--- src/inc/uie_pkg.sv ---
package uie_pkg;
   // ----------------------------------------
   // register addresses on the 3-bit bus
   // ----------------------------------------
   localparam logic [2:0] ADR_DATA = 3'h0;
   localparam logic [2:0] ADR_MASK = 3'h1;
   localparam logic [2:0] ADR_SRC = 3'h2;
   localparam logic [2:0] ADR_LINE = 3'h5;
   localparam logic [2:0] ADR_MODEM = 3'h6;

   // ----------------------------------------
   // interrupt_mask_reg fields
   // ----------------------------------------
   localparam int MB_RXD = 0;
   localparam int MB_TXR = 1;
   localparam int MB_LINE = 2;
   localparam int MB_MODEM = 3;
   localparam int MB_SLEEP = 4;
   localparam int MB_XOFF = 5;
   localparam int MB_RTS = 6;
   localparam int MB_CTS = 7;
   localparam int MB_ENH_LO = 4;
   localparam logic [7:0] MASK_RST = 8'h00;

   // ----------------------------------------
   // line_state_reg fields
   // ----------------------------------------
   localparam int LS_DR = 0;
   localparam int LS_OVR = 1;
   localparam int LS_ERR_LO = 2;
   localparam int LS_THRE = 5;
   localparam int LS_TEMT = 6;
   localparam int LS_FERR = 7;

   // ----------------------------------------
   // fifo_setup_reg fields
   // ----------------------------------------
   localparam int FS_EN = 0;
   localparam int FS_TXT_LO = 4;
   localparam int FS_RXT_LO = 6;
   localparam int SR_FIFO_LO = 6;

   // trigger levels for selections 0..3
   localparam int TRIG_0 = 1;
   localparam int TRIG_1 = 4;
   localparam int TRIG_2 = 8;
   localparam int TRIG_3 = 14;

   // ----------------------------------------
   // source codes, index 0 is the highest level
   // ----------------------------------------
   localparam int NSRC = 7;
   localparam int PI_LINE = 0;
   localparam int PI_TMO = 1;
   localparam int PI_RXD = 2;
   localparam int PI_TXR = 3;
   localparam int PI_MODEM = 4;
   localparam int PI_XOFF = 5;
   localparam int PI_FLOW = 6;
   localparam logic [5:0] SRC_LINE = 6'h06;
   localparam logic [5:0] SRC_TMO = 6'h0C;
   localparam logic [5:0] SRC_RXD = 6'h04;
   localparam logic [5:0] SRC_TXR = 6'h02;
   localparam logic [5:0] SRC_MODEM = 6'h00;
   localparam logic [5:0] SRC_XOFF = 6'h10;
   localparam logic [5:0] SRC_FLOW = 6'h20;
   localparam logic [5:0] SRC_NONE = 6'h01;

   // ----------------------------------------
   // receive timeout: characters and extra bits
   // ----------------------------------------
   localparam int TO_CHARS = 4;
   localparam int TO_BITS = 12;
endpackage

--- src/inc/uie_if.sv ---
`timescale 1ns/1ns
interface uie_if
   import uie_pkg::*;
   ();
   logic [NSRC-1:0] pend;
   logic [NSRC-1:0] onehot;
   logic [5:0] code;
   modport drv (output pend, input onehot, input code);
   modport enc (input pend, output onehot, output code);
endinterface

--- src/verilog/uie_prio.sv ---
`timescale 1ns/1ns
module uie_prio
   import uie_pkg::*;
   (
   uie_if.enc bus
   );

   // ----------------------------------------
   // code table in level order
   // ----------------------------------------
   localparam logic [5:0] CODES [NSRC] =
      '{SRC_LINE, SRC_TMO, SRC_RXD, SRC_TXR, SRC_MODEM, SRC_XOFF, SRC_FLOW};

   always_comb
   begin
      bus.code = SRC_NONE;
      bus.onehot = '0;
      for (int i = NSRC - 1; i >= 0; i--)
      begin
         if (bus.pend[i])
         begin
            bus.code = CODES[i];
            bus.onehot = '0;
            bus.onehot[i] = 1'b1;
         end
      end
   end
endmodule

--- src/verilog/uie_top.sv ---
`timescale 1ns/1ns
// Functional notes
// - fifo receive interrupt follows trigger level
// - data ready sets on push, clears empty
// - line state bits overrun, errors, empties
// - mask bit 0 enables receive data interrupt
// - mask bit 1 transmit ready, enable-when-empty
// - overrun immediate, other errors on readout
// - mask bit 3 modem deltas interrupt
// - upper mask bits need enhanced enable
// - rts and cts rising edges interrupt
// - timeout after four chars twelve bits
// - reported source holds until serviced
// - codes for levels one to four
// - codes for levels five to seven, none
// - transmit ready cleared by source read, write
// - rhr, line, modem reads clear theirs
// - xoff and special character clearing
// - flow interrupts cleared by modem read only
// - flow edges only under automatic control
// - source bit 0 low while pending
// - source bits 7:6 show fifo enable
// - source bits 5:4 need enhanced enable
// - fifo setup bit 0 enables fifos
module uie_top
   import uie_pkg::*;
   #(
   parameter int FIFO_DEPTH = 16,
   parameter int TMO_W = 8
   )
   (
   input wire logic i_clk,
   input wire logic i_rst_n,
   input wire logic [2:0] i_addr,
   input wire logic i_rd,
   input wire logic i_wr,
   input wire logic [7:0] i_wdata,
   input wire logic i_dlab,
   input wire logic i_enh,
   input wire logic [$clog2(FIFO_DEPTH+1)-1:0] i_rx_count,
   input wire logic [$clog2(FIFO_DEPTH+1)-1:0] i_tx_count,
   input wire logic i_rx_push,
   input wire logic i_rx_overrun,
   input wire logic i_head_load,
   input wire logic [2:0] i_head_err,
   input wire logic i_fifo_err_any,
   input wire logic i_thr_empty,
   input wire logic i_tsr_empty,
   input wire logic i_bit_tick,
   input wire logic [3:0] i_char_bits,
   input wire logic [3:0] i_msr_delta,
   input wire logic i_xoff_det,
   input wire logic i_xon_det,
   input wire logic i_special_det,
   input wire logic i_auto_cts,
   input wire logic i_auto_rts,
   input wire logic i_cts_n,
   input wire logic i_rts_n,
   output logic [7:0] o_rdata,
   output logic o_irq,
   output logic o_fifo_en,
   output logic o_sleep_en
   );

   localparam int CW = $clog2(FIFO_DEPTH + 1);

   initial
   begin
      if (FIFO_DEPTH < TRIG_3 || TMO_W < 7)
         $error("uie_top: fifo depth or timer width too small");
   end

   // ----------------------------------------
   // bus decode
   // ----------------------------------------
   logic wr_mask;
   logic wr_fset;
   logic wr_thr;
   logic rd_src;
   logic rd_line;
   logic rd_modem;
   logic rd_rhr;

   assign wr_mask = i_wr && i_addr == ADR_MASK && !i_dlab;
   assign wr_fset = i_wr && i_addr == ADR_SRC;
   assign wr_thr = i_wr && i_addr == ADR_DATA && !i_dlab;
   assign rd_src = i_rd && i_addr == ADR_SRC;
   assign rd_line = i_rd && i_addr == ADR_LINE;
   assign rd_modem = i_rd && i_addr == ADR_MODEM;
   assign rd_rhr = i_rd && i_addr == ADR_DATA && !i_dlab;

   // ----------------------------------------
   // interrupt mask and fifo setup
   // ----------------------------------------
   logic [7:0] mask_r;
   logic fifo_en_r;
   logic [1:0] rx_sel_r;
   logic [1:0] tx_sel_r;

   always_ff @(posedge i_clk)
   begin
      if (!i_rst_n)
         mask_r <= MASK_RST;
      else if (wr_mask)
      begin
         mask_r[MB_ENH_LO-1:0] <= i_wdata[MB_ENH_LO-1:0];
         if (i_enh)
            mask_r[7:MB_ENH_LO] <= i_wdata[7:MB_ENH_LO];
      end
   end

   // trigger bits only land while the enable bit is written as one
   always_ff @(posedge i_clk)
   begin
      if (!i_rst_n)
      begin
         fifo_en_r <= 1'b0;
         rx_sel_r <= 2'h0;
         tx_sel_r <= 2'h0;
      end
      else if (wr_fset)
      begin
         fifo_en_r <= i_wdata[FS_EN];
         if (i_wdata[FS_EN])
         begin
            rx_sel_r <= i_wdata[FS_RXT_LO+:2];
            if (i_enh)
               tx_sel_r <= i_wdata[FS_TXT_LO+:2];
         end
      end
   end

   function automatic logic [CW-1:0] trig_of(input logic [1:0] sel);
      case (sel)
         2'h0: trig_of = CW'(TRIG_0);
         2'h1: trig_of = CW'(TRIG_1);
         2'h2: trig_of = CW'(TRIG_2);
         default: trig_of = CW'(TRIG_3);
      endcase
   endfunction

   // ----------------------------------------
   // line state
   // ----------------------------------------
   logic dr_r;
   logic ovr_r;
   logic [2:0] err_r;
   logic [7:0] line_state;

   always_ff @(posedge i_clk)
   begin
      if (!i_rst_n)
         dr_r <= 1'b0;
      else if (i_rx_push)
         dr_r <= 1'b1;
      else if (i_rx_count == '0)
         dr_r <= 1'b0;
   end

   // a new error wins over the clearing read in the same cycle
   always_ff @(posedge i_clk)
   begin
      if (!i_rst_n)
      begin
         ovr_r <= 1'b0;
         err_r <= 3'h0;
      end
      else
      begin
         ovr_r <= (ovr_r && !rd_line) || i_rx_overrun;
         err_r <= (rd_line ? 3'h0 : err_r) | (i_head_load ? i_head_err : 3'h0);
      end
   end

   always_comb
   begin
      line_state = 8'h00;
      line_state[LS_DR] = dr_r;
      line_state[LS_OVR] = ovr_r;
      line_state[LS_ERR_LO+:3] = err_r;
      line_state[LS_THRE] = i_thr_empty;
      line_state[LS_TEMT] = i_thr_empty && i_tsr_empty && i_tx_count == '0;
      line_state[LS_FERR] = i_fifo_err_any;
   end

   // ----------------------------------------
   // transmit ready
   // ----------------------------------------
   logic tx_cond;
   logic tx_cond_d_r;
   logic tx_set;
   logic txr_r;
   logic [5:0] show_code;

   assign tx_cond = fifo_en_r ? (i_tx_count < trig_of(tx_sel_r)) : i_thr_empty;
   assign tx_set = (tx_cond && !tx_cond_d_r)
                   || (tx_cond && wr_mask && i_wdata[MB_TXR] && !mask_r[MB_TXR]);

   always_ff @(posedge i_clk)
   begin
      if (!i_rst_n)
         tx_cond_d_r <= 1'b0;
      else
         tx_cond_d_r <= tx_cond;
   end

   always_ff @(posedge i_clk)
   begin
      if (!i_rst_n)
         txr_r <= 1'b0;
      else if (tx_set)
         txr_r <= 1'b1;
      else if (wr_thr || (rd_src && show_code == SRC_TXR))
         txr_r <= 1'b0;
   end

   // ----------------------------------------
   // receive timeout timer
   // ----------------------------------------
   logic [TMO_W-1:0] tmo_cnt_r;
   logic [TMO_W-1:0] tmo_limit;
   logic tmo_r;
   logic tmo_clr;
   logic tmo_fire;

   // the limit follows the live character length, so a format change rescales it
   assign tmo_limit = TMO_W'(TO_CHARS) * TMO_W'(i_char_bits) + TMO_W'(TO_BITS);
   assign tmo_clr = i_rx_push || rd_rhr || i_rx_count == '0 || !fifo_en_r;
   // set on the step that reaches the limit, so a saturated count cannot undo the clearing read
   assign tmo_fire = !tmo_clr && i_bit_tick && tmo_cnt_r == tmo_limit - TMO_W'(1);

   always_ff @(posedge i_clk)
   begin
      if (!i_rst_n)
         tmo_cnt_r <= '0;
      else if (tmo_clr)
         tmo_cnt_r <= '0;
      else if (i_bit_tick && tmo_cnt_r != tmo_limit)
         tmo_cnt_r <= tmo_cnt_r + 1'b1;
   end

   always_ff @(posedge i_clk)
   begin
      if (!i_rst_n)
         tmo_r <= 1'b0;
      else if (tmo_fire)
         tmo_r <= 1'b1;
      else if (rd_rhr)
         tmo_r <= 1'b0;
   end

   // ----------------------------------------
   // xoff or special character
   // ----------------------------------------
   logic xsp_r;
   logic xsp_special_r;

   always_ff @(posedge i_clk)
   begin
      if (!i_rst_n)
      begin
         xsp_r <= 1'b0;
         xsp_special_r <= 1'b0;
      end
      else if (i_xoff_det || i_special_det)
      begin
         xsp_r <= 1'b1;
         xsp_special_r <= i_special_det;
      end
      else if ((rd_src && show_code == SRC_XOFF) || (!xsp_special_r && i_xon_det)
               || (xsp_special_r && i_rx_push))
         xsp_r <= 1'b0;
   end

   // ----------------------------------------
   // flow-control pin edges
   // ----------------------------------------
   logic cts_s1_r;
   logic cts_s2_r;
   logic cts_d_r;
   logic rts_d_r;
   logic cts_rise;
   logic rts_rise;
   logic flow_r;

   always_ff @(posedge i_clk)
   begin
      if (!i_rst_n)
      begin
         cts_s1_r <= 1'b1;
         cts_s2_r <= 1'b1;
         cts_d_r <= 1'b1;
         rts_d_r <= 1'b1;
      end
      else
      begin
         cts_s1_r <= i_cts_n;
         cts_s2_r <= cts_s1_r;
         cts_d_r <= cts_s2_r;
         rts_d_r <= i_rts_n;
      end
   end

   assign cts_rise = cts_s2_r && !cts_d_r && i_auto_cts;
   assign rts_rise = i_rts_n && !rts_d_r && i_auto_rts;

   always_ff @(posedge i_clk)
   begin
      if (!i_rst_n)
         flow_r <= 1'b0;
      else if ((mask_r[MB_CTS] && cts_rise) || (mask_r[MB_RTS] && rts_rise))
         flow_r <= 1'b1;
      else if (rd_modem)
         flow_r <= 1'b0;
   end

   // ----------------------------------------
   // pending sources and priority
   // ----------------------------------------
   uie_if pbus ();
   logic [NSRC-1:0] pend;
   logic hold_v_r;
   logic [NSRC-1:0] hold_sel_r;
   logic [5:0] hold_code_r;
   logic hold_live;
   logic rx_hit;

   // without fifos the holding register alone drives the receive interrupt
   assign rx_hit = fifo_en_r ? (i_rx_count >= trig_of(rx_sel_r)) : dr_r;

   always_comb
   begin
      pend = '0;
      pend[PI_LINE] = mask_r[MB_LINE] && (ovr_r || err_r != 3'h0);
      pend[PI_TMO] = mask_r[MB_RXD] && tmo_r;
      pend[PI_RXD] = mask_r[MB_RXD] && rx_hit;
      pend[PI_TXR] = mask_r[MB_TXR] && txr_r;
      pend[PI_MODEM] = mask_r[MB_MODEM] && i_msr_delta != 4'h0;
      pend[PI_XOFF] = i_enh && mask_r[MB_XOFF] && xsp_r;
      pend[PI_FLOW] = i_enh && flow_r;
   end

   assign pbus.pend = pend;

   uie_prio u_prio
   (
      .bus(pbus)
   );

   // a source shown by a read stays shown until its own cause goes away
   assign hold_live = hold_v_r && (hold_sel_r & pend) != '0;
   assign show_code = hold_live ? hold_code_r : pbus.code;

   always_ff @(posedge i_clk)
   begin
      if (!i_rst_n)
      begin
         hold_v_r <= 1'b0;
         hold_sel_r <= '0;
         hold_code_r <= SRC_NONE;
      end
      else if (rd_src && !hold_live)
      begin
         hold_v_r <= pbus.code != SRC_NONE;
         hold_sel_r <= pbus.onehot;
         hold_code_r <= pbus.code;
      end
      else if (!hold_live)
         hold_v_r <= 1'b0;
   end

   // ----------------------------------------
   // read data and outputs
   // ----------------------------------------
   always_ff @(posedge i_clk)
   begin
      if (!i_rst_n)
         o_rdata <= 8'h00;
      else if (i_rd)
      begin
         case (i_addr)
            ADR_MASK: o_rdata <= i_dlab ? 8'h00 : mask_r;
            ADR_SRC: o_rdata <= {{2{fifo_en_r}}, show_code};
            ADR_LINE: o_rdata <= line_state;
            default: o_rdata <= 8'h00;
         endcase
      end
   end

   always_ff @(posedge i_clk)
   begin
      if (!i_rst_n)
         o_irq <= 1'b0;
      else
         o_irq <= pend != '0;
   end

   assign o_fifo_en = fifo_en_r;
   assign o_sleep_en = mask_r[MB_SLEEP];
endmodule

--- config.mk ---
export PLATFORM = sky130hd
export DESIGN_NAME = uie_top
export DESIGN_NICKNAME = d
export VERILOG_FILES = /design/src/inc/uie_pkg.sv /design/src/inc/uie_if.sv /design/src/verilog/uie_prio.sv /design/src/verilog/uie_top.sv
export SDC_FILE = /design/constraint.sdc
export NUM_CORES = 1
export LEC_CHECK = 0
export BUFFER_PORTS_ARGS = -buffer_cell sky130_fd_sc_hd__buf_2
export CAP_MARGIN = 30
export CELL_PAD_IN_SITES_DETAIL_PLACEMENT = 0
export CELL_PAD_IN_SITES_GLOBAL_PLACEMENT = 2
export CORE_ASPECT_RATIO = 0.6
export CORE_MARGIN = 8
export CORE_UTILIZATION = 33
export DETAILED_ROUTE_END_ITERATION = 7
export GPL_TIMING_DRIVEN = 0
export PLACE_DENSITY = 0.79
export SKIP_LAST_GASP = 1
export SYNTH_ARGS = -nofsm -noshare
export SYNTH_HDL_FRONTEND = slang
export SYNTH_HIERARCHICAL = 1
export SYNTH_SLANG_ARGS = --single-unit
--- constraint.sdc ---
create_clock -name i_clk -period 4.1 [get_ports i_clk]
set_clock_uncertainty 0.15 [all_clocks]
set_input_delay 0.41 -clock i_clk [delete_from_list [all_inputs] [get_ports i_clk]]
set_output_delay 0.41 -clock i_clk [all_outputs]
set_load 0.05 [all_outputs]
* Word level (Yosys, flattened, before mapping)
Cells that the tools add are included.
** Word-level totals
- Input bits :: 52
- Bits in writable memories :: 0
- Bits in registers :: 59
- Latch bits :: 0
- Memories kept :: 0
- ROM bits :: 0
** Cells by class
- Eq/ne operators :: 14
- Divide/modulo/power cells :: 0
- Muxes and demuxes :: 35
- Reduce and logical (&&, ||, !) cells :: 79
- Magnitude comparators :: 2
- Add/subtract/negate cells :: 3
- Bitwise gates (word level) :: 3
- Multiply operators :: 0
- Shift-type cells :: 0
** Operators by type and width (count)
- 7-bit two-way mux :: 7
- 6-bit two-way mux :: 8
- 1-bit logical AND :: 40
- 4-bit one-hot mux with 3 select lines :: 2
- 8-bit one-hot mux with 3 select lines :: 1
- 1-bit two-way mux :: 14
- 7-bit nonzero test :: 2
- 1-bit logical OR :: 11
- 1-bit zero test :: 10
- 5-bit zero test :: 2
- 2-bit nonzero test :: 5
- 8-bit by 1-bit adder with 8-bit output (second input constant) :: 1
- 8-bit equality test :: 1
- 8-bit two-way mux :: 1
- 8-bit by 7-bit inequality test with 1-bit output :: 1
- 7-bit by 1-bit subtractor with 8-bit output (second input constant) :: 1
- 6-bit by 4-bit adder with 7-bit output (second input constant) :: 1
- 7-bit bitwise AND :: 1
- 3-bit equality test (second input constant) :: 2
- 6-bit by 2-bit equality test with 1-bit output (second input constant) :: 1
- 6-bit by 5-bit equality test with 1-bit output (second input constant) :: 1
- 3-bit two-way mux :: 2
- 6-bit by 1-bit inequality test with 1-bit output (second input constant) :: 1
- 5-bit greater-or-equal comparator :: 1
- other kinds (15) :: 19

* Logic depth before layout (Yosys ltp)
Gate-level depths: netlist of run 1.
- Depth after elaboration :: 15
- Depth in mapped cells :: 12
- Gate-level depth less buffers :: 11

* Hierarchy
Netlist of run 1, hierarchy kept.
** By module, submodules not included
- uie_top :: seq. area each 1181.1 um^2, cells each 404, area each 3305.7 um^2, times used 1
- uie_prio :: seq. area each 0.0 um^2, cells each 18, area each 145.1 um^2, times used 1

* Least setup slack after synthesis of run 1
Ideal clock, no wire load.
- Path type :: input -> register
- Start point :: input i_rx_count[0]
- End point :: register txr_r
- Slack :: 1.183 ns
- Data arrival time :: 2.649 ns
- Stages :: 11
- Cells stage by stage :: inv_1 -> ha_1 -> nand2b_1 -> a31o_2 -> a21o_1 -> or3_1 -> buf_6 -> or3_1 -> nor3_1 -> nand4b_1 -> a32o_1
** Between the ends
- Word-level cells in the longest chain between the ends :: 11
- Elaborated cells between the ends (all ways) :: 14
- Classes of those cells :: 1 x order compare; 1 x eq/ne; 5 x mux; 1 x bitwise; 6 x reduce/logical
** RTL lines
- start, declared :: line uie_top.sv:40 : input wire logic [$clog2(FIFO_DEPTH+1)-1:0] i_rx_count,
- 5-bit greater-or-equal comparator :: line uie_top.sv:329 : assign rx_hit = fifo_en_r ? (i_rx_count >= trig_of(rx_sel_r)) : dr_r;
- 1-bit two-way mux :: line uie_top.sv:329
- 1-bit logical AND :: line uie_top.sv:336 : pend[PI_RXD] = mask_r[MB_RXD] && rx_hit;
- net pbus.pend[2] :: line uie_if.sv:5 : logic [NSRC-1:0] pend;
- 6-bit two-way mux (3 in a row) :: line uie_prio.sv:20 : if (bus.pend[i])
- net pbus.code[2] :: line uie_if.sv:7 : logic [5:0] code;
- 6-bit two-way mux :: line uie_top.sv:352 : assign show_code = hold_live ? hold_code_r : pbus.code;
- 6-bit by 2-bit equality test with 1-bit output :: line uie_top.sv:213 : else if (wr_thr || (rd_src && show_code == SRC_TXR))
- 1-bit logical AND :: line uie_top.sv:213
- 1-bit logical OR :: line uie_top.sv:213
- 2-bit nonzero test (no line)
- end signal, assigned :: line uie_top.sv:210 : txr_r <= 1'b0;
- end signal, assigned :: line uie_top.sv:212 : txr_r <= 1'b1;
- end signal, assigned :: line uie_top.sv:214 : txr_r <= 1'b0;
- end, declared :: line uie_top.sv:192 : logic txr_r;
The timed path passes the listed nets, and every way through them passes these cells.
A chain may end at the register's enable or synchronous reset.

* Worst setup path in the final report of run 1
- Start point :: register rx_sel_r[0]
- End point :: register o_rdata[4]
** Between the ends
- Word-level cells in the longest chain between the ends :: 10
- Elaborated cells between the ends (all ways) :: 15
- Classes of those cells :: 1 x order compare; 2 x eq/ne; 7 x mux; 1 x bitwise; 4 x reduce/logical
** RTL lines
- start, declared :: line uie_top.sv:97 : logic [1:0] rx_sel_r;
- start signal, assigned :: line uie_top.sv:126 : rx_sel_r <= i_wdata[FS_RXT_LO+:2];
- 2-bit equality test, or another cell as far along :: line uie_top.sv:134 : case (sel)
- 4-bit one-hot mux with 3 select lines * :: line uie_top.sv:134
- 5-bit greater-or-equal comparator * :: line uie_top.sv:329
- 1-bit two-way mux * :: line uie_top.sv:329
- 1-bit logical AND * :: line uie_top.sv:336
- net pbus.pend[2] :: line uie_if.sv:5
- 6-bit two-way mux * (3 in a row) :: line uie_prio.sv:20
- net pbus.code[4] :: line uie_if.sv:7
- 6-bit two-way mux * :: line uie_top.sv:352
- 8-bit one-hot mux with 3 select lines * :: line uie_top.sv:381 : case (i_addr)
- end signal, assigned :: line uie_top.sv:382 : ADR_MASK: o_rdata <= i_dlab ? 8'h00 : mask_r;
- end signal, assigned :: line uie_top.sv:383 : ADR_SRC: o_rdata <= {{2{fifo_en_r}}, show_code};
- end signal, assigned :: line uie_top.sv:384 : ADR_LINE: o_rdata <= line_state;
- end, declared :: line uie_top.sv:59 : output logic [7:0] o_rdata,
The timed path passes the listed nets; every way through them passes the cells marked *.

==> flow_summary.ini, run 1 <==
[outcome]
outcome = completed

[die]
initial_core_util = 0.333
die_h_um = 95.2
num_io_pins = 63
coreArea_sq_um = 10400
die-area_sq_um = 14100
num_rows = 29
die_w_um = 148

[pwr]
cellInternalPower_mw = 1.15
netSwitchingPower_mw = 0.352
pwr-share-seq = 0.394
p_sw_frac = 0.234
p_clk_frac = 0.507
power.density_nw_per_um2 = 357
leakagePower_nw = 1.79
power_mw = 1.50
pwr-share-comb = 0.098
irDropWorstVdd_mv = 0.191

[timing]
period_share = 0.806
worst_pin_slew_ns = 0.880
setup_slack_ns = 0.797
fin_crit_ns = 3.30
final_hold_viol_count = 0
slew_violations = 0
rsz0062_at_grt = no
finalSetupTns_ns = 0
setup_viol = 0
slew_headroom = 0.413
fmaxAchievable_ghz = 0.303

[clock_network]
postCtsSetupBuffers = 0
clock-sinks = 59
cts.hold.buffers_added = 0
path_clk_slew_ns = 0.05
clkLatencyLatePin_ns = 0.33
cts_htree_levels = 3
cts_tree = yes
max-clock-path-buffers = 2
numCtsBuffers = 9
cts_resized = 0
root_buffer = clkbuf_16

[placed_design]
place.port_buffers = 58
place_area_sq_um = 3920
gp_congestion = 0.838
hpwl_mm = 8.90
pre_cts_ws_ns = 0.741
dpl.cell_count = 619

[final_layout]
nets = 554
diodes = 0
final_cells = 633
drive_above_1_share = 0.196
fill_cells = 1086
area_delta_synth_final_pct = 22.2
finalInstanceArea_sq_um = 4220

[yosys]
ys_warn_count = 6
synthFlopType = dfxtp_1
syn_nets = 485
ys_ff_latch = 59
ys_types = 58
synthArstFlopShare = 0
ys_seq_area_frac = 0.342
syn_avg_cell_area_sq_um = 8.18
syn_inst = 422
synth-edff-count = 0
syn-cell-area_sq_um = 3450

[min_path]
min-delay-start = i_cts_n
hold_depth = 2
hold_class = primary input to register

[global_routing]
busiest_layer = met1
gr-usage-met2 = 0.206
grt_overflow = 0
grt_max_degree = 11
grt_pass1_vias = 3188
grt_use_total = 0.163
grtUsageMet1 = 0.251
antenna_found_initial = 0
gr-usage-met3 = 0.0474
grt_pass1_wl_mm = 17.7

[critical_path]
reg2reg_depth = 11
cp-start-kind = register
crit_type = register to register
reg2reg_to = o_rdata[4]$_SDFFE_PN0P_
worstPathArrival_ns = 3.43
crit_end = o_rdata[4]$_SDFFE_PN0P_
reg2reg_from = rx_sel_r[0]$_SDFFE_PN0P_
required_ns = 4.23
end_kind = register
crit_path_start = rx_sel_r[0]$_SDFFE_PN0P_
path_max_fanout = 8
r2r_setup_slack_ns = 0.80

[detailed_routing]
antenna_left = 0
drt_pass1_iterations = 4
wire_per_inst_um = 17.7
drt_iter0_drc = 194
drc = 0
drt-vias-per-instance = 5.31
wirelength_mm = 11.2
vias = 3363

[run]
max-cap-violations = 0
## worst min path at each step
stage / endpoint / slack (ns)
floorplan: cts_s2_r$_SDFF_PN1_ / 0.24
global placement: cts_s2_r$_SDFF_PN1_ / 0.25
detailed placement: cts_s2_r$_SDFF_PN1_ / 0.25
CTS: cts_s1_r$_SDFF_PN1_ / 0.12
global route: rts_d_r$_SDFF_PN1_ / 0.14
finish: cts_s1_r$_SDFF_PN1_ / 0.13
## power by group through the flow
stage	clock [mW]	sequential (mW)	combinational (mW)
floorplan	0	0.605	0.0826
global placement	0	0.604	0.145
detailed placement	0	0.605	0.146
CTS	0.777	0.593	0.147
global route	0.808	0.594	0.164
finish	0.763	0.593	0.148
## Yosys cell counts (all sizes together) (2+ instances only)
library cell | n | share of area
dfxtp | 59 | 0.34
nand2 | 56 | 0.061
nor2 | 34 | 0.037
nand3 | 29 | 0.042
o21ai | 22 | 0.040
a21oi | 19 | 0.028
inv | 19 | 0.021
mux2i | 16 | 0.046
clkbuf | 15 | 0.016
o2111ai | 13 | 0.033
a22oi | 11 | 0.024
ha | 11 | 0.040
buf | 10 | 0.024
nand2b | 10 | 0.018
xor2 | 10 | 0.025
a31oi | 8 | 0.015
a31o | 7 | 0.018
and2 | 7 | 0.013
and3 | 5 | 0.0091
nand4 | 5 | 0.0091
nor3 | 5 | 0.0073
o31ai | 5 | 0.011
o21a | 4 | 0.0087
or4 | 4 | 0.0087
xnor2 | 4 | 0.010
nand4b | 3 | 0.0076
nor3b | 3 | 0.0080
nor4b | 3 | 0.012
o211ai | 2 | 0.0058
o31a | 2 | 0.0051
or3 | 2 | 0.0036
## cells in the final DEF, fill, tap and decap left out, types with 4 or more instances in the layout
master / count
clkbuf_16: 9
xnor2_1: 4
nor3_1: 5
a21oi_1: 19
o21ai_2: 7
nand2_1: 56
nand2b_1: 10
a31o_2: 4
mux2i_1: 16
nand3_1: 29
nor2_1: 34
nand4_1: 5
o31ai_1: 5
o2111ai_1: 13
or4_1: 4
inv_1: 19
and3_1: 5
a22oi_1: 11
o21ai_1: 5
clkbuf_1: 15
buf_4: 4
o21a_1: 4
a31oi_1: 8
ha_1: 11
o21ai_0: 10
xor2_1: 10
and2_1: 7
buf_2: 58
dfxtp_1: 59
buf_6: 4
## cells by family (layout without fill, tap and decap cells)
| group | count (synthesis) | after routing | share of synthesized area |
|---|---|---|---|
| adder cells (fa/ha/maj) | 11 | 11 | 0.0399 |
| buffers and inverters | 45 | 117 | 0.0620 |
| flip-flops | 59 | 59 | 0.342 |
| AND/OR/NAND/NOR | 175 | 175 | 0.260 |
| AO/OA/AOI/OAI | 101 | 101 | 0.208 |
| XOR/XNOR | 15 | 15 | 0.0421 |
| multiplexers | 16 | 16 | 0.0464 |
## final cells by class
| type | instances | area [sq um] | share of cell area |
|---|---|---|---|
| clock inverters | 2 | 35.0 | 0.00831 |
| multi-input cells | 318 | 2060 | 0.488 |
| plain buffers | 25 | 139 | 0.0329 |
| repair buffers | 58 | 290 | 0.0688 |
| well taps | 139 | 174 | 0.0412 |
| flip-flops and latches | 59 | 1180 | 0.280 |
| inverters | 20 | 75.1 | 0.0178 |
| clock buffers | 12 | 267 | 0.0632 |
## critical path, stage by stage (launching register included)
cell and delay [ns]:
dfxtp_1 0.39, nor2_1 0.07, ha_1 0.26, nand2b_1 0.14, a31o_2 0.24, a21o_1 0.23, or3_1 0.38, buf_6 0.15
nor3_1 0.65, o2111ai_1 0.21, mux2i_1 0.24, a31o_1 0.12
## flip-flops by register name, indices dropped and copies added (netlist names), 2 cells and up
register	flops
o_rdata	8
hold_code_r	6
tmo_cnt_r	8
rx_sel_r	2
mask_r	8
err_r	3
tx_sel_r	2
hold_sel_r	7
## stage by stage
| stage | util | hold WS, ns |
|---|---|---|
| 2_1_floorplan | - | 0.236 |
| 3_3_place_gp | 0.377 | 0.246 |
| 3_5_place_dp | 0.377 | 0.247 |
| 4_1_cts | 0.406 | 0.121 |
| 5_1_grt | 0.406 | 0.139 |
| 6_report | 0.406 | 0.126 |
## layer usage
metal / vias up / wire length (um)
li1: 1666 / -
met1: 1587 / 6270
met2: 102 / 4050
met3: 8 / 775
met4: 0 / 106
met5: - / 0
Note: power is estimated with default switching activity, not from simulation.
==> inputs of run 2 (changes only) <==
Settings changed: ABC_AREA from default to 1, CORE_UTILIZATION 33 to 30, PLACE_DENSITY 0.79 to 0.78.
Clock period 4.1 ns to 3.3 ns, I/O delays scaled along.
==> run 2 against run 1 <==
Critical path depth is 7 higher. Worst hold slack worse by 0.092 ns. Count of clock-buffer cells in the layout unchanged. Clock power is 11% higher. Critical path type unchanged.
==> flow_summary.ini, run 2 <==
[outcome]
outcome = completed

[placed_design]
place.port_buffers = 62
pre_cts_ws_ns = 0.492
place_area_sq_um = 3770
hpwl_mm = 8.69
gp_congestion = 0.809

[critical_path]
cp_top_family = simple AND/OR/NAND/NOR gates
crit_type = register to register
worstPathCellList = inv_1, ha_1, nand2_1, inv_1, nor2_1, nand3_1, nand2_1, inv_1, inv_2, nand3_4, nor2_1, inv_1, nand2_1, o21ai_2, nor2_1, nand2_1, nand2_1, a21oi_1
critPathBufInv = 5
reg2reg_from = rx_sel_r[1]$_SDFFE_PN0P_
reg2reg_to = xsp_r$_SDFFE_PN0P_
required_ns = 3.33
crit_slowest_cell = dfxtp_1
reg2reg_depth = 18
end_kind = register
cp-start-kind = register
max_stage_delay_ns = 0.34
r2r_setup_slack_ns = 0.49
worstPathArrival_ns = 2.84
path_max_fanout = 6
worst_path_most_repeated_cell = nand2_1

[min_path]
hold_depth = 3
min-delay-start = i_rts_n
hold_end = rts_d_r$_SDFF_PN1_
hold_class = primary input to register

[detailed_routing]
drt-vias-per-instance = 4.65
drt_pass1_iterations = 5
vias = 3228
wirelength_mm = 10.7
antenna_left = 0
drc = 0
wire_per_inst_um = 15.4
drt_iter0_drc = 232

[timing]
worst_pin_slew_ns = 0.849
rsz0062_at_grt = no
setup_viol = 0
setup_slack_ns = 0.486
finalSetupTns_ns = 0
final_hold_viol_count = 0
slew_violations = 0
period_share = 0.853
fmaxAchievable_ghz = 0.355
fin_crit_ns = 2.81
slew_headroom = 0.429

[final_layout]
finalInstanceArea_sq_um = 4040
layout_common_cells = 105 x nand2_1, 62 x buf_2, 59 x dfxtp_1
reg_top3 = mask_r (8), o_rdata (8), tmo_cnt_r (8)
drive_above_1_share = 0.195
area_delta_synth_final_pct = 22.7
diodes = 0
final_common_cell = nand2_1
nets = 614

[yosys]
syn_inst = 478
syn_nets = 541
synthFlopType = dfxtp_1
ys_seq_area_frac = 0.359
synthArstFlopShare = 0
ys_ff_latch = 59
synth_common_cells = 105 x nand2_1, 59 x dfxtp_1, 57 x inv_1
syn-cell-area_sq_um = 3290
yosysTopAreaCell = dfxtp_1
ys_types = 36
synth.top_cells.by_area = dfxtp_1 36%, nand2_1 12%, a21oi_1 7.1%
synth.top_cell.area_share = 0.359
ys_warn_count = 6
syn_avg_cell_area_sq_um = 6.88
synth.most_common_cell = nand2_1
synth-edff-count = 0

[die]
coreArea_sq_um = 10600
initial_core_util = 0.310
die-area_sq_um = 14700
die_w_um = 151
num_io_pins = 63
num_rows = 29
die_h_um = 97.1

[clock_network]
numCtsBuffers = 9
path_clk_slew_ns = 0.05
clkLatencyLatePin_ns = 0.33
cts.hold.buffers_added = 0
postCtsSetupBuffers = 0
cts_htree_levels = 3
max-clock-path-buffers = 2
cts_resized = 0
cts_tree = yes
root_buffer = clkbuf_16
clock-sinks = 59

[pwr]
power.density_nw_per_um2 = 439
irDropWorstVdd_mv = 0.233
leakagePower_nw = 1.83

[global_routing]
grt_pass1_vias = 3148
antenna_found_initial = 0
grt_overflow = 0
grt_pass1_wl_mm = 17.1
grt_use_total = 0.152
grt_max_degree = 11

[run]
max-cap-violations = 0
==> run 2: cell count changes in the layout (fill, tap and decap cells not counted), moves of 8 or more <==
cell / before / now
o21ai_0: 10 / 30
inv_1: 19 / 57
nor2_1: 34 / 54
nand2_1: 56 / 105
nand2b_1: 10 / 0
o2111ai_1: 13 / 0
a21oi_1: 19 / 47
mux2i_1: 16 / 0
clkbuf_1: 15 / 7
==> run 2: cell families after synthesis <==
group	synth area share
adder cells (fa/ha/maj)	0.0418
buffers and inverters	0.0958
AO/OA/AOI/OAI	0.160
flip-flops	0.359
XOR/XNOR	0.0449
AND/OR/NAND/NOR	0.299
==> run 2: power by group <==
group,switching [mW],leakage (nW),internal (mW)
logic,0.115,1.22,0.0666
registers,0.0130,0.480,0.733
clock network,0.324,0.132,0.520
==> run 2: worst max path at each step <==
| stage | startpoint | to | cells after the start | slack, ns |
|---|---|---|---|---|
| floorplan | o_fifo_en$_SDFFE_PN0P_ | xsp_r$_SDFFE_PN0P_ | 15 | 1.12 |
| global placement | i_rx_count[3] | xsp_r$_SDFFE_PN0P_ | 18 | 0.48 |
| detailed placement | i_rx_count[3] | xsp_r$_SDFFE_PN0P_ | 18 | 0.49 |
| CTS | rx_sel_r[1]$_SDFFE_PN0P_ | xsp_r$_SDFFE_PN0P_ | 18 | 0.53 |
| global route | rx_sel_r[1]$_SDFFE_PN0P_ | xsp_r$_SDFFE_PN0P_ | 18 | 0.28 |
| finish | rx_sel_r[1]$_SDFFE_PN0P_ | xsp_r$_SDFFE_PN0P_ | 18 | 0.49 |
==> run 2: tightest hold or removal path, cell delays in order <==
cell and delay [ns]:
buf_2 0.08, inv_1 0.04, nand2_1 0.04
==> run 2: per-stage QoR <==
| step | hold WS (ns) | power [mW] | utilization | instances |
|---|---|---|---|---|
| 6_report | 0.0331 | 1.77 | 0.380 | 694 |
| 5_1_grt | 0.0517 | 1.85 | 0.380 | 694 |
| 4_1_cts | 0.0247 | 1.79 | 0.380 | 694 |
| 3_5_place_dp | 0.255 | 0.941 | 0.355 | 679 |
| 3_3_place_gp | 0.254 | 0.939 | 0.355 | 679 |
| 2_1_floorplan | 0.243 | 0.862 | - | 478 |
==> run 2: layout make-up <==
type | count | area [sq um]
plain buffers | 13 | 75.1
inverters | 64 | 240
clock buffers | 12 | 246
flip-flops and latches | 59 | 1180
repair buffers | 62 | 310
well taps | 139 | 174
fillers | 1151 | 6600
multi-input cells | 342 | 1790
clock inverters | 3 | 15.0
==> run 2: metal layers <==
metal	vias to the layer above	share of wire	track usage
met5	-	0	0
met2	88	0.35	0.185
met4	0	0.011	0.0424
met3	11	0.082	0.0484
li1	1686	-	-
met1	1443	0.56	0.239
